<file path="config.mk">
export PLATFORM = sky130hd
export DESIGN_NAME = gpd_top
export DESIGN_NICKNAME = d
export VERILOG_FILES = /design/src/inc/gpd_pkg.sv /design/src/rtl/gpd_top.sv
export SDC_FILE = /design/constraint.sdc
export NUM_CORES = 1
export LEC_CHECK = 0
export BUFFER_PORTS_ARGS = -buffer_cell sky130_fd_sc_hd__buf_2
export CAP_MARGIN = 20
export CORE_MARGIN = 1.5
export CORE_UTILIZATION = 45
export DETAILED_ROUTE_END_ITERATION = 6
export GPL_TIMING_DRIVEN = 0
export PLACE_DENSITY = 0.66
export SYNTH_ARGS = -nofsm -noshare
export SYNTH_HDL_FRONTEND = slang
export SYNTH_SLANG_ARGS = --single-unit
</file>
<file path="constraint.sdc">
create_clock -name clk -period 1.5 [get_ports clk]
set_input_delay 0.3 -clock clk [delete_from_list [all_inputs] [get_ports clk]]
set_output_delay 0.3 -clock clk [all_outputs]
set_load 0.05 [all_outputs]
</file>
<file path="src/inc/gpd_pkg.sv">
// Constants, types and register map of the GPIO drive control block.
// Assumes a plain one-cycle register port and a single 10 MHz clock.
package gpd_pkg;

    // ======================================================================
    // Register offsets
    localparam logic [7:0] OFS_A_LEVEL = 8'h00;
    localparam logic [7:0] OFS_B_LEVEL = 8'h01;
    localparam logic [7:0] OFS_A_SEL_LO = 8'h0A;
    localparam logic [7:0] OFS_A_SEL_HI = 8'h0B;
    localparam logic [7:0] OFS_B_SEL_LO = 8'h0C;
    localparam logic [7:0] OFS_B_SEL_HI = 8'h0D;
    localparam logic [7:0] OFS_IRQ_SEL_A = 8'h10;
    localparam logic [7:0] OFS_IRQ_SEL_B = 8'h11;
    localparam logic [7:0] OFS_IRQ_STAT_A = 8'h12;
    localparam logic [7:0] OFS_IRQ_STAT_B = 8'h13;

    // ======================================================================
    // Widths and reset values
    localparam int PINS_A = 8;
    localparam int PINS_B = 2;
    localparam int PINS = 10;
    localparam logic [7:0] RST_BYTE = 8'h00;
    localparam logic [PINS-1:0] RST_PINS = 10'h000;
    // Cycles after reset before the synchroniser and the previous level hold real pin levels.
    localparam logic [1:0] WARM_DONE = 2'h3;

    // ======================================================================
    // Sink strength codes
    localparam logic [1:0] SINK_OFF = 2'h0;
    localparam logic [1:0] SINK_LOW = 2'h1;
    localparam logic [1:0] SINK_MED = 2'h2;
    localparam logic [1:0] SINK_HIGH = 2'h3;

    typedef struct packed {
        logic pullup_en;
        logic source_en;
        logic sink_en;
        logic [1:0] sink_strength;
        logic ttl_sel;
    } gpd_drive_s;

    typedef struct packed {
        logic [PINS-1:0] level;
        logic [PINS-1:0] sel_lo;
        logic [PINS-1:0] sel_hi;
        logic [PINS-1:0] irq_sel;
        logic [PINS-1:0] irq_stat;
        logic [PINS-1:0] sync1;
        logic [PINS-1:0] sync2;
        logic [PINS-1:0] prev;
        logic [1:0] warm;
        logic [7:0] rdata;
        logic irq;
        gpd_drive_s [PINS-1:0] drive;
    } gpd_state_s;

endpackage

</file>
<file path="src/rtl/gpd_top.sv">
// GPIO drive control: ten pins (port A eight, port B two), data and
// drive-select registers, live pin read-back and per-pin interrupts.
// Assumes a register master on clk and pins from outside the clock domain.
// Operation
// - A data register write stores the outgoing level of each pin.
// - A data register read returns the synchronised pin levels.
// - Each pin decodes its drive from its own data and select bits.
// - Port A has pins 7..0; port B has pins 1..0, bits 7..2 reserved.
// - Reset clears all data and select registers, leaving pins undriven.
// - Both select bits zero leaves the pin undriven whatever the data.
// - Undriven pins pick TTL threshold on data 1, CMOS otherwise.
// - Select hi 1, lo 0, data 0 enables the sink at weakest strength.
// - Select hi 0, lo 1, data 0 enables the sink at medium strength.
// - Both selects 1 with data 0 enables the sink at strongest strength.
// - Select lo 1 with data 1 enables only the source device.
// - Select hi 1, lo 0, data 1 enables only the resistive pull-up.
// - Each pin can be chosen as an interrupt source.
// - Drive-select registers are write-only, port B using bits 1..0.
//
// The strobed register port is this design's own decision.
`timescale 1ns/1ps
module gpd_top (
    // Clock and reset
    input wire logic clk,
    input wire logic resetn,
    // Register port
    input wire logic [7:0] addr,
    input wire logic [7:0] wdata,
    input wire logic wr,
    input wire logic rd,
    output logic [7:0] rdata,
    // Pins
    input wire logic [gpd_pkg::PINS-1:0] pin_in,
    output gpd_pkg::gpd_drive_s [gpd_pkg::PINS-1:0] drive,
    // Interrupt
    output logic irq
);

    // ======================================================================
    // State
    gpd_pkg::gpd_state_s st_r;
    gpd_pkg::gpd_state_s st_nxt;

    // ======================================================================
    // Per-pin drive decoder
    // Every case sets all fields, so no device can stay enabled by default;
    // at most one of the pull-up, source and sink enables is ever set.
    function automatic gpd_pkg::gpd_drive_s decode(
        input logic data,
        input logic lo,
        input logic hi
    );
        gpd_pkg::gpd_drive_s d;
        d = '0;
        unique case ({hi, lo, data})
            3'b000: begin
                d.pullup_en = 1'b0;
                d.source_en = 1'b0;
                d.sink_en = 1'b0;
                d.sink_strength = gpd_pkg::SINK_OFF;
                d.ttl_sel = 1'b0;
            end

            3'b001: begin
                d.pullup_en = 1'b0;
                d.source_en = 1'b0;
                d.sink_en = 1'b0;
                d.sink_strength = gpd_pkg::SINK_OFF;
                d.ttl_sel = 1'b1;
            end

            3'b100: begin
                d.pullup_en = 1'b0;
                d.source_en = 1'b0;
                d.sink_en = 1'b1;
                d.sink_strength = gpd_pkg::SINK_LOW;
                d.ttl_sel = 1'b0;
            end

            3'b010: begin
                d.pullup_en = 1'b0;
                d.source_en = 1'b0;
                d.sink_en = 1'b1;
                d.sink_strength = gpd_pkg::SINK_MED;
                d.ttl_sel = 1'b0;
            end

            3'b110: begin
                d.pullup_en = 1'b0;
                d.source_en = 1'b0;
                d.sink_en = 1'b1;
                d.sink_strength = gpd_pkg::SINK_HIGH;
                d.ttl_sel = 1'b0;
            end

            3'b011: begin
                d.pullup_en = 1'b0;
                d.source_en = 1'b1;
                d.sink_en = 1'b0;
                d.sink_strength = gpd_pkg::SINK_OFF;
                d.ttl_sel = 1'b0;
            end

            3'b111: begin
                d.pullup_en = 1'b0;
                d.source_en = 1'b1;
                d.sink_en = 1'b0;
                d.sink_strength = gpd_pkg::SINK_OFF;
                d.ttl_sel = 1'b0;
            end

            3'b101: begin
                d.pullup_en = 1'b1;
                d.source_en = 1'b0;
                d.sink_en = 1'b0;
                d.sink_strength = gpd_pkg::SINK_OFF;
                d.ttl_sel = 1'b0;
            end
        endcase
        return d;
    endfunction

    // Both ports share one decoder; port B simply starts at pin 8.
    function automatic gpd_pkg::gpd_drive_s [gpd_pkg::PINS-1:0] decode_all(
        input logic [gpd_pkg::PINS-1:0] level,
        input logic [gpd_pkg::PINS-1:0] lo,
        input logic [gpd_pkg::PINS-1:0] hi
    );
        gpd_pkg::gpd_drive_s [gpd_pkg::PINS-1:0] v;
        v = '0;
        for (int i = 0; i < gpd_pkg::PINS_A; i++) begin
            v[i] = decode(level[i], lo[i], hi[i]);
        end
        for (int i = gpd_pkg::PINS_A; i < gpd_pkg::PINS; i++) begin
            v[i] = decode(level[i], lo[i], hi[i]);
        end
        return v;
    endfunction

    // ======================================================================
    // Port slicing
    // Port A sits in bits 7..0 of every pin vector, port B in bits 9..8.
    function automatic logic [7:0] port_a(
        input logic [gpd_pkg::PINS-1:0] v
    );
        return v[7:0];
    endfunction

    // Bits 7..2 of port B do not exist and read as zero.
    function automatic logic [7:0] port_b(
        input logic [gpd_pkg::PINS-1:0] v
    );
        return {6'h00, v[9:8]};
    endfunction

    function automatic logic [gpd_pkg::PINS-1:0] put_a(
        input logic [gpd_pkg::PINS-1:0] v,
        input logic [7:0] b
    );
        return {v[9:8], b};
    endfunction

    // Bits 7..2 of a port B write are reserved and dropped.
    function automatic logic [gpd_pkg::PINS-1:0] put_b(
        input logic [gpd_pkg::PINS-1:0] v,
        input logic [7:0] b
    );
        return {b[1:0], v[7:0]};
    endfunction

    function automatic logic [gpd_pkg::PINS-1:0] clr_a(
        input logic [gpd_pkg::PINS-1:0] v
    );
        return {v[9:8], 8'h00};
    endfunction

    function automatic logic [gpd_pkg::PINS-1:0] clr_b(
        input logic [gpd_pkg::PINS-1:0] v
    );
        return {2'h0, v[7:0]};
    endfunction

    // ======================================================================
    // Pin events and interrupt
    // An event is any level change of a synchronised pin. The synchroniser
    // and the previous level clear to zero, so events are held off until
    // both hold real pin levels; a pin idling high gives no false event.
    // The warm-up counter saturates; it gates events only, never the port.
    // A change during the first cycle after reset is not reported.
    function automatic logic [1:0] warm_step(
        input logic [1:0] w
    );
        logic [1:0] n;
        n = w;
        if (w != gpd_pkg::WARM_DONE) begin
            n = w + 2'h1;
        end
        return n;
    endfunction

    function automatic logic [gpd_pkg::PINS-1:0] pin_events(
        input logic [gpd_pkg::PINS-1:0] cur,
        input logic [gpd_pkg::PINS-1:0] old,
        input logic ready
    );
        return ready ? (cur ^ old) : gpd_pkg::RST_PINS;
    endfunction

    // Setting wins over a clearing read in the same cycle, so an event that
    // lands beside the read is kept for the next one.
    function automatic logic [gpd_pkg::PINS-1:0] stat_next(
        input logic [gpd_pkg::PINS-1:0] stat,
        input logic rd_stb,
        input logic [7:0] a,
        input logic [gpd_pkg::PINS-1:0] ev
    );
        logic [gpd_pkg::PINS-1:0] n;
        n = stat;
        if (rd_stb && a == gpd_pkg::OFS_IRQ_STAT_A) begin
            n = clr_a(stat);
        end
        if (rd_stb && a == gpd_pkg::OFS_IRQ_STAT_B) begin
            n = clr_b(stat);
        end
        return n | ev;
    endfunction

    function automatic logic irq_next(
        input logic [gpd_pkg::PINS-1:0] stat,
        input logic [gpd_pkg::PINS-1:0] sel
    );
        return |(stat & sel);
    endfunction

    // ======================================================================
    // Read multiplexer
    function automatic logic [7:0] read_mux(
        input logic [7:0] a,
        input gpd_pkg::gpd_state_s s
    );
        logic [7:0] r;
        r = gpd_pkg::RST_BYTE;
        unique case (a)
            gpd_pkg::OFS_A_LEVEL: begin
                r = port_a(s.sync2);
            end
            gpd_pkg::OFS_B_LEVEL: begin
                r = port_b(s.sync2);
            end

            gpd_pkg::OFS_A_SEL_LO: begin
                r = gpd_pkg::RST_BYTE;
            end
            gpd_pkg::OFS_A_SEL_HI: begin
                r = gpd_pkg::RST_BYTE;
            end
            gpd_pkg::OFS_B_SEL_LO: begin
                r = gpd_pkg::RST_BYTE;
            end
            gpd_pkg::OFS_B_SEL_HI: begin
                r = gpd_pkg::RST_BYTE;
            end

            gpd_pkg::OFS_IRQ_SEL_A: begin
                r = port_a(s.irq_sel);
            end
            gpd_pkg::OFS_IRQ_SEL_B: begin
                r = port_b(s.irq_sel);
            end

            gpd_pkg::OFS_IRQ_STAT_A: begin
                r = port_a(s.irq_stat);
            end
            gpd_pkg::OFS_IRQ_STAT_B: begin
                r = port_b(s.irq_stat);
            end

            default: begin
                r = gpd_pkg::RST_BYTE;
            end
        endcase
        return r;
    endfunction

    // ======================================================================
    // Register writes
    // Writes to unmapped offsets leave every register as it was, and the
    // status registers change only through events and clearing reads.
    function automatic gpd_pkg::gpd_state_s write_regs(
        input gpd_pkg::gpd_state_s s,
        input logic [7:0] a,
        input logic [7:0] d
    );
        gpd_pkg::gpd_state_s n;
        n = s;
        unique case (a)
            gpd_pkg::OFS_A_LEVEL: begin
                n.level = put_a(s.level, d);
            end
            gpd_pkg::OFS_B_LEVEL: begin
                n.level = put_b(s.level, d);
            end

            gpd_pkg::OFS_A_SEL_LO: begin
                n.sel_lo = put_a(s.sel_lo, d);
            end
            gpd_pkg::OFS_A_SEL_HI: begin
                n.sel_hi = put_a(s.sel_hi, d);
            end
            gpd_pkg::OFS_B_SEL_LO: begin
                n.sel_lo = put_b(s.sel_lo, d);
            end
            gpd_pkg::OFS_B_SEL_HI: begin
                n.sel_hi = put_b(s.sel_hi, d);
            end

            gpd_pkg::OFS_IRQ_SEL_A: begin
                n.irq_sel = put_a(s.irq_sel, d);
            end
            gpd_pkg::OFS_IRQ_SEL_B: begin
                n.irq_sel = put_b(s.irq_sel, d);
            end

            default: begin
                n = s;
            end
        endcase
        return n;
    endfunction

    // ======================================================================
    // Next state
    always_comb begin
        st_nxt = st_r;
        if (wr) begin
            st_nxt = write_regs(st_r, addr, wdata);
        end
        // Two-flop synchroniser; only its second stage feeds any logic.
        st_nxt.sync1 = pin_in;
        st_nxt.sync2 = st_r.sync1;
        st_nxt.prev = st_r.sync2;
        st_nxt.warm = warm_step(st_r.warm);
        st_nxt.rdata = gpd_pkg::RST_BYTE;
        if (rd) begin
            st_nxt.rdata = read_mux(addr, st_r);
        end
        // A pin change reaches the status three edges after it appears on
        // the pin: two synchroniser stages, then the compare with the
        // previous level.
        st_nxt.irq_stat = stat_next(st_r.irq_stat, rd, addr,
            pin_events(st_r.sync2, st_r.prev,
                       st_r.warm == gpd_pkg::WARM_DONE));
        st_nxt.irq = irq_next(st_nxt.irq_stat, st_r.irq_sel);
        // The drive follows the values being written, so a write reaches
        // the pin devices at the same edge that stores it.
        st_nxt.drive = decode_all(st_nxt.level, st_nxt.sel_lo,
                                  st_nxt.sel_hi);
    end

    // ======================================================================
    // State register
    // The reset branch loads constants only.
    always_ff @(posedge clk or negedge resetn) begin
        if (!resetn) begin
            st_r <= '0;
        end else begin
            st_r <= st_nxt;
        end
    end

    // ======================================================================
    // Outputs, each straight from the state register
    assign rdata = st_r.rdata;
    assign drive = st_r.drive;
    assign irq = st_r.irq;

endmodule // gpd_top

</file>
==> results.cfg <==
[sta]
setup_slack_ps = -20.3
timing.fmax_mhz = 658
slew_violations = 0
hold_viol_final = 0
rsz0062_at_grt = true
tightestPinTransition_ps = 632
skew_ps = 7.91
relSlewSlack = 0.579
setup_violations = 2
finalCriticalPeriod_ps = 1520
finalCritPeriodShare = 1.01

[placed_design]
gp_congestion = 0.805
dp_cells = 763
place_area_um2 = 7030
hpwl_mm = 8.11
port_buffers = 95

[floorplanning]
initial_utilization = 0.462
die_height_um = 120
rows = 42
fp.dieW_um = 120
core_area_um2 = 13300
die_area_um2 = 14400
num_io_pins = 99

[clock_network]
cts-root-buf = clkbuf_16
cts_tree = yes
clkSinkCount = 151
cts_buffer_depth = 2
clkLatencyLatePin_ps = 420
cts_buffers = 17
clk_pin_slew_ps = 60
htreeDepth = 4

[routing]
drt_wl_total_mm = 12.2
vias = 3931
route.detailed.drc = 0
wire_per_inst_um = 14.8
drt_iter0_drc = 177
vias_per_cell = 4.78
firstDrtPassIters = 4
antenna_left = 0

[synthesis]
syn_nets = 522
synthSimpleGateAreaFrac = 0.101
synth-seq-cells = 151
yosys-mux-area-fraction = 0.0780
synth-compound-area-share = 0.0666
synth-main-ff-cell = dfrtp_1
syn_area_um2 = 6140
postSynthCellCount = 491
synth-edff-count = 0
synth_cell_types = 45
synthArstFlopShare = 1.00
postSynthAreaPerCell_um2 = 12.5
ys_seq_area_frac = 0.615
synthXorXnorAreaFrac = 0.0157
synth_top_family_by_area = buffers and inverters
ys_warn_count = 0
synth_adder_area_share = 0.00204

[global_routing]
gr-total-overflow = 0
antenna_found_initial = 0
grt_pass1_wl_mm = 20.1
grt_pass1_vias = 4026
grt_usage = 0.185
grt_start_max_net_pins = 89

[critical_path]
required_ps = 1770
worst-setup-path-type = flop to flop
crit_arrival_ps = 1790
cp-start-kind = flop
r2r_slack_ps = -20
endpoint_kind = flop
worstRegToRegCells = 4
cp_max_fo = 4

[final_layout]
layout_common_cells = dfrtp_1 (151), buf_2 (94), buf_4 (85), nor2_1 (45), inv_1 (31)
fillers = 1067
fin_nets = 664
n_antenna_cell = 0
fin_cells = 822
postLayoutCellArea_um2 = 7930
seqCellArea_um2 = 3780
synthToLayoutAreaGrowth_pct = 29.2
multi_input_area_um2 = 1830
layout-drive-gt1-share = 0.452
final_common_cell = dfrtp_1

[run_status]
violations = setup timing
status = complete, but fails checks

[power_and_ir_drop]
power.density_nw_per_um2 = 1180
p_leak_nw = 4.04
peakVddDrop_mv = 0.607

[worst_hold_path]
min_path_type = input pin to flop
hold_depth = 3

[job]
drv_cap = 0
cells by family (layout without fill, tap and decap cells):
| family | after synthesis | in the layout |
|---|---|---|
| AOI/OAI and AO/OA | 55 | 55 |
| xor gates and xnor gates | 11 | 11 |
| adders and majority gates | 1 | 1 |
| buffers and inverters | 124 | 279 |
| DFF | 151 | 151 |
| muxes | 43 | 43 |
| and+or+nand+nor | 106 | 106 |
flip-flops by register name (all words and copies together), names as in the netlist:
name    cells
rdata       8
drive      60
st_nxt     20
st_r       62
irq         1
cell type report:
class                           instances  share of cell area
Timing Repair Buffer                  125              0.0994
Tap cell                              176              0.0278
Clock buffer                           21              0.0580
Sequential cell                       151               0.476
Buffer                                 81              0.0785
Inverter                               41              0.0194
Multi-Input combinational cell        216               0.231
Clock inverter                         11             0.00946
synthesized netlist by cell type, drive strengths merged, types with 8 or more instances:
cell / count / share of area
inv: 41 / 0.025
a22o: 8 / 0.011
a21oi: 11 / 0.0090
a22oi: 10 / 0.012
nor3: 13 / 0.014
xor2: 10 / 0.014
buf: 76 / 0.091
and2: 11 / 0.011
a31oi: 9 / 0.0092
mux2i: 22 / 0.036
mux2: 19 / 0.035
dfrtp: 151 / 0.62
nor2: 48 / 0.029
a221o: 8 / 0.013
where the power goes:
group | leakage (nW) | internal [mW] | total [mW] | switching [mW]
combinational | 1.93 | 0.427 | 1.21 | 0.778
clock | 0.252 | 2.19 | 3.80 | 1.61
sequential | 1.86 | 4.27 | 4.36 | 0.0901
per-stage QoR:
step                hold slack (ps)  total power, mW   util  setup slack, ps  setup TNS [ps]
finish                          148             9.37  0.597            -20.3           -35.3
detailed placement              321             5.59  0.529             -702          -57900
floorplan                      4.41             5.24      -             -177           -8910
global placement                332             5.55  0.526            -1880         -337410
CTS                             128             9.45  0.589             5.64               0
global route                    145             9.76  0.597            -52.6            -138
layer usage:
metal / vias up / part of all wire / GRT usage / wire length [um]
li1: 1877 / - / - / -
met1: 1942 / 0.43 / 0.229 / 5290
met2: 91 / 0.51 / 0.305 / 6160
met3: 21 / 0.040 / 0.0471 / 484
met4: 0 / 0.021 / 0.0871 / 256
met5: - / 0 / 0 / 0
worst max-delay path, cell delays in order, from the launching register on:
cell and delay, ps:
dfrtp_1 420, a222oi_1 500, nand2_1 80, o2bb2a_1 240, nand4_1 130
path summary, 6_finish.rpt:
kind	endpoint	start
worst min register to register	st_nxt[71]	st_nxt[81]
min in group asynchronous	st_r[143]	resetn
max in group asynchronous	st_r[111]	resetn
worst max-delay path	irq	st_r[114]
worst min-delay path	rdata[0]	rd
worst max register to register	irq	st_r[114]
repair_timing:
item                                    in CTS  in global routing
cloned                                       0                  0
pin swaps                                    7                  4
hold endpoints to repair                    73                  0
endpoints found under the setup margin      84                 40
hold buffers                                11                  0
resized for setup                           11                 18
setup buffers                               11                  7
(Power assumes the default switching activity.)
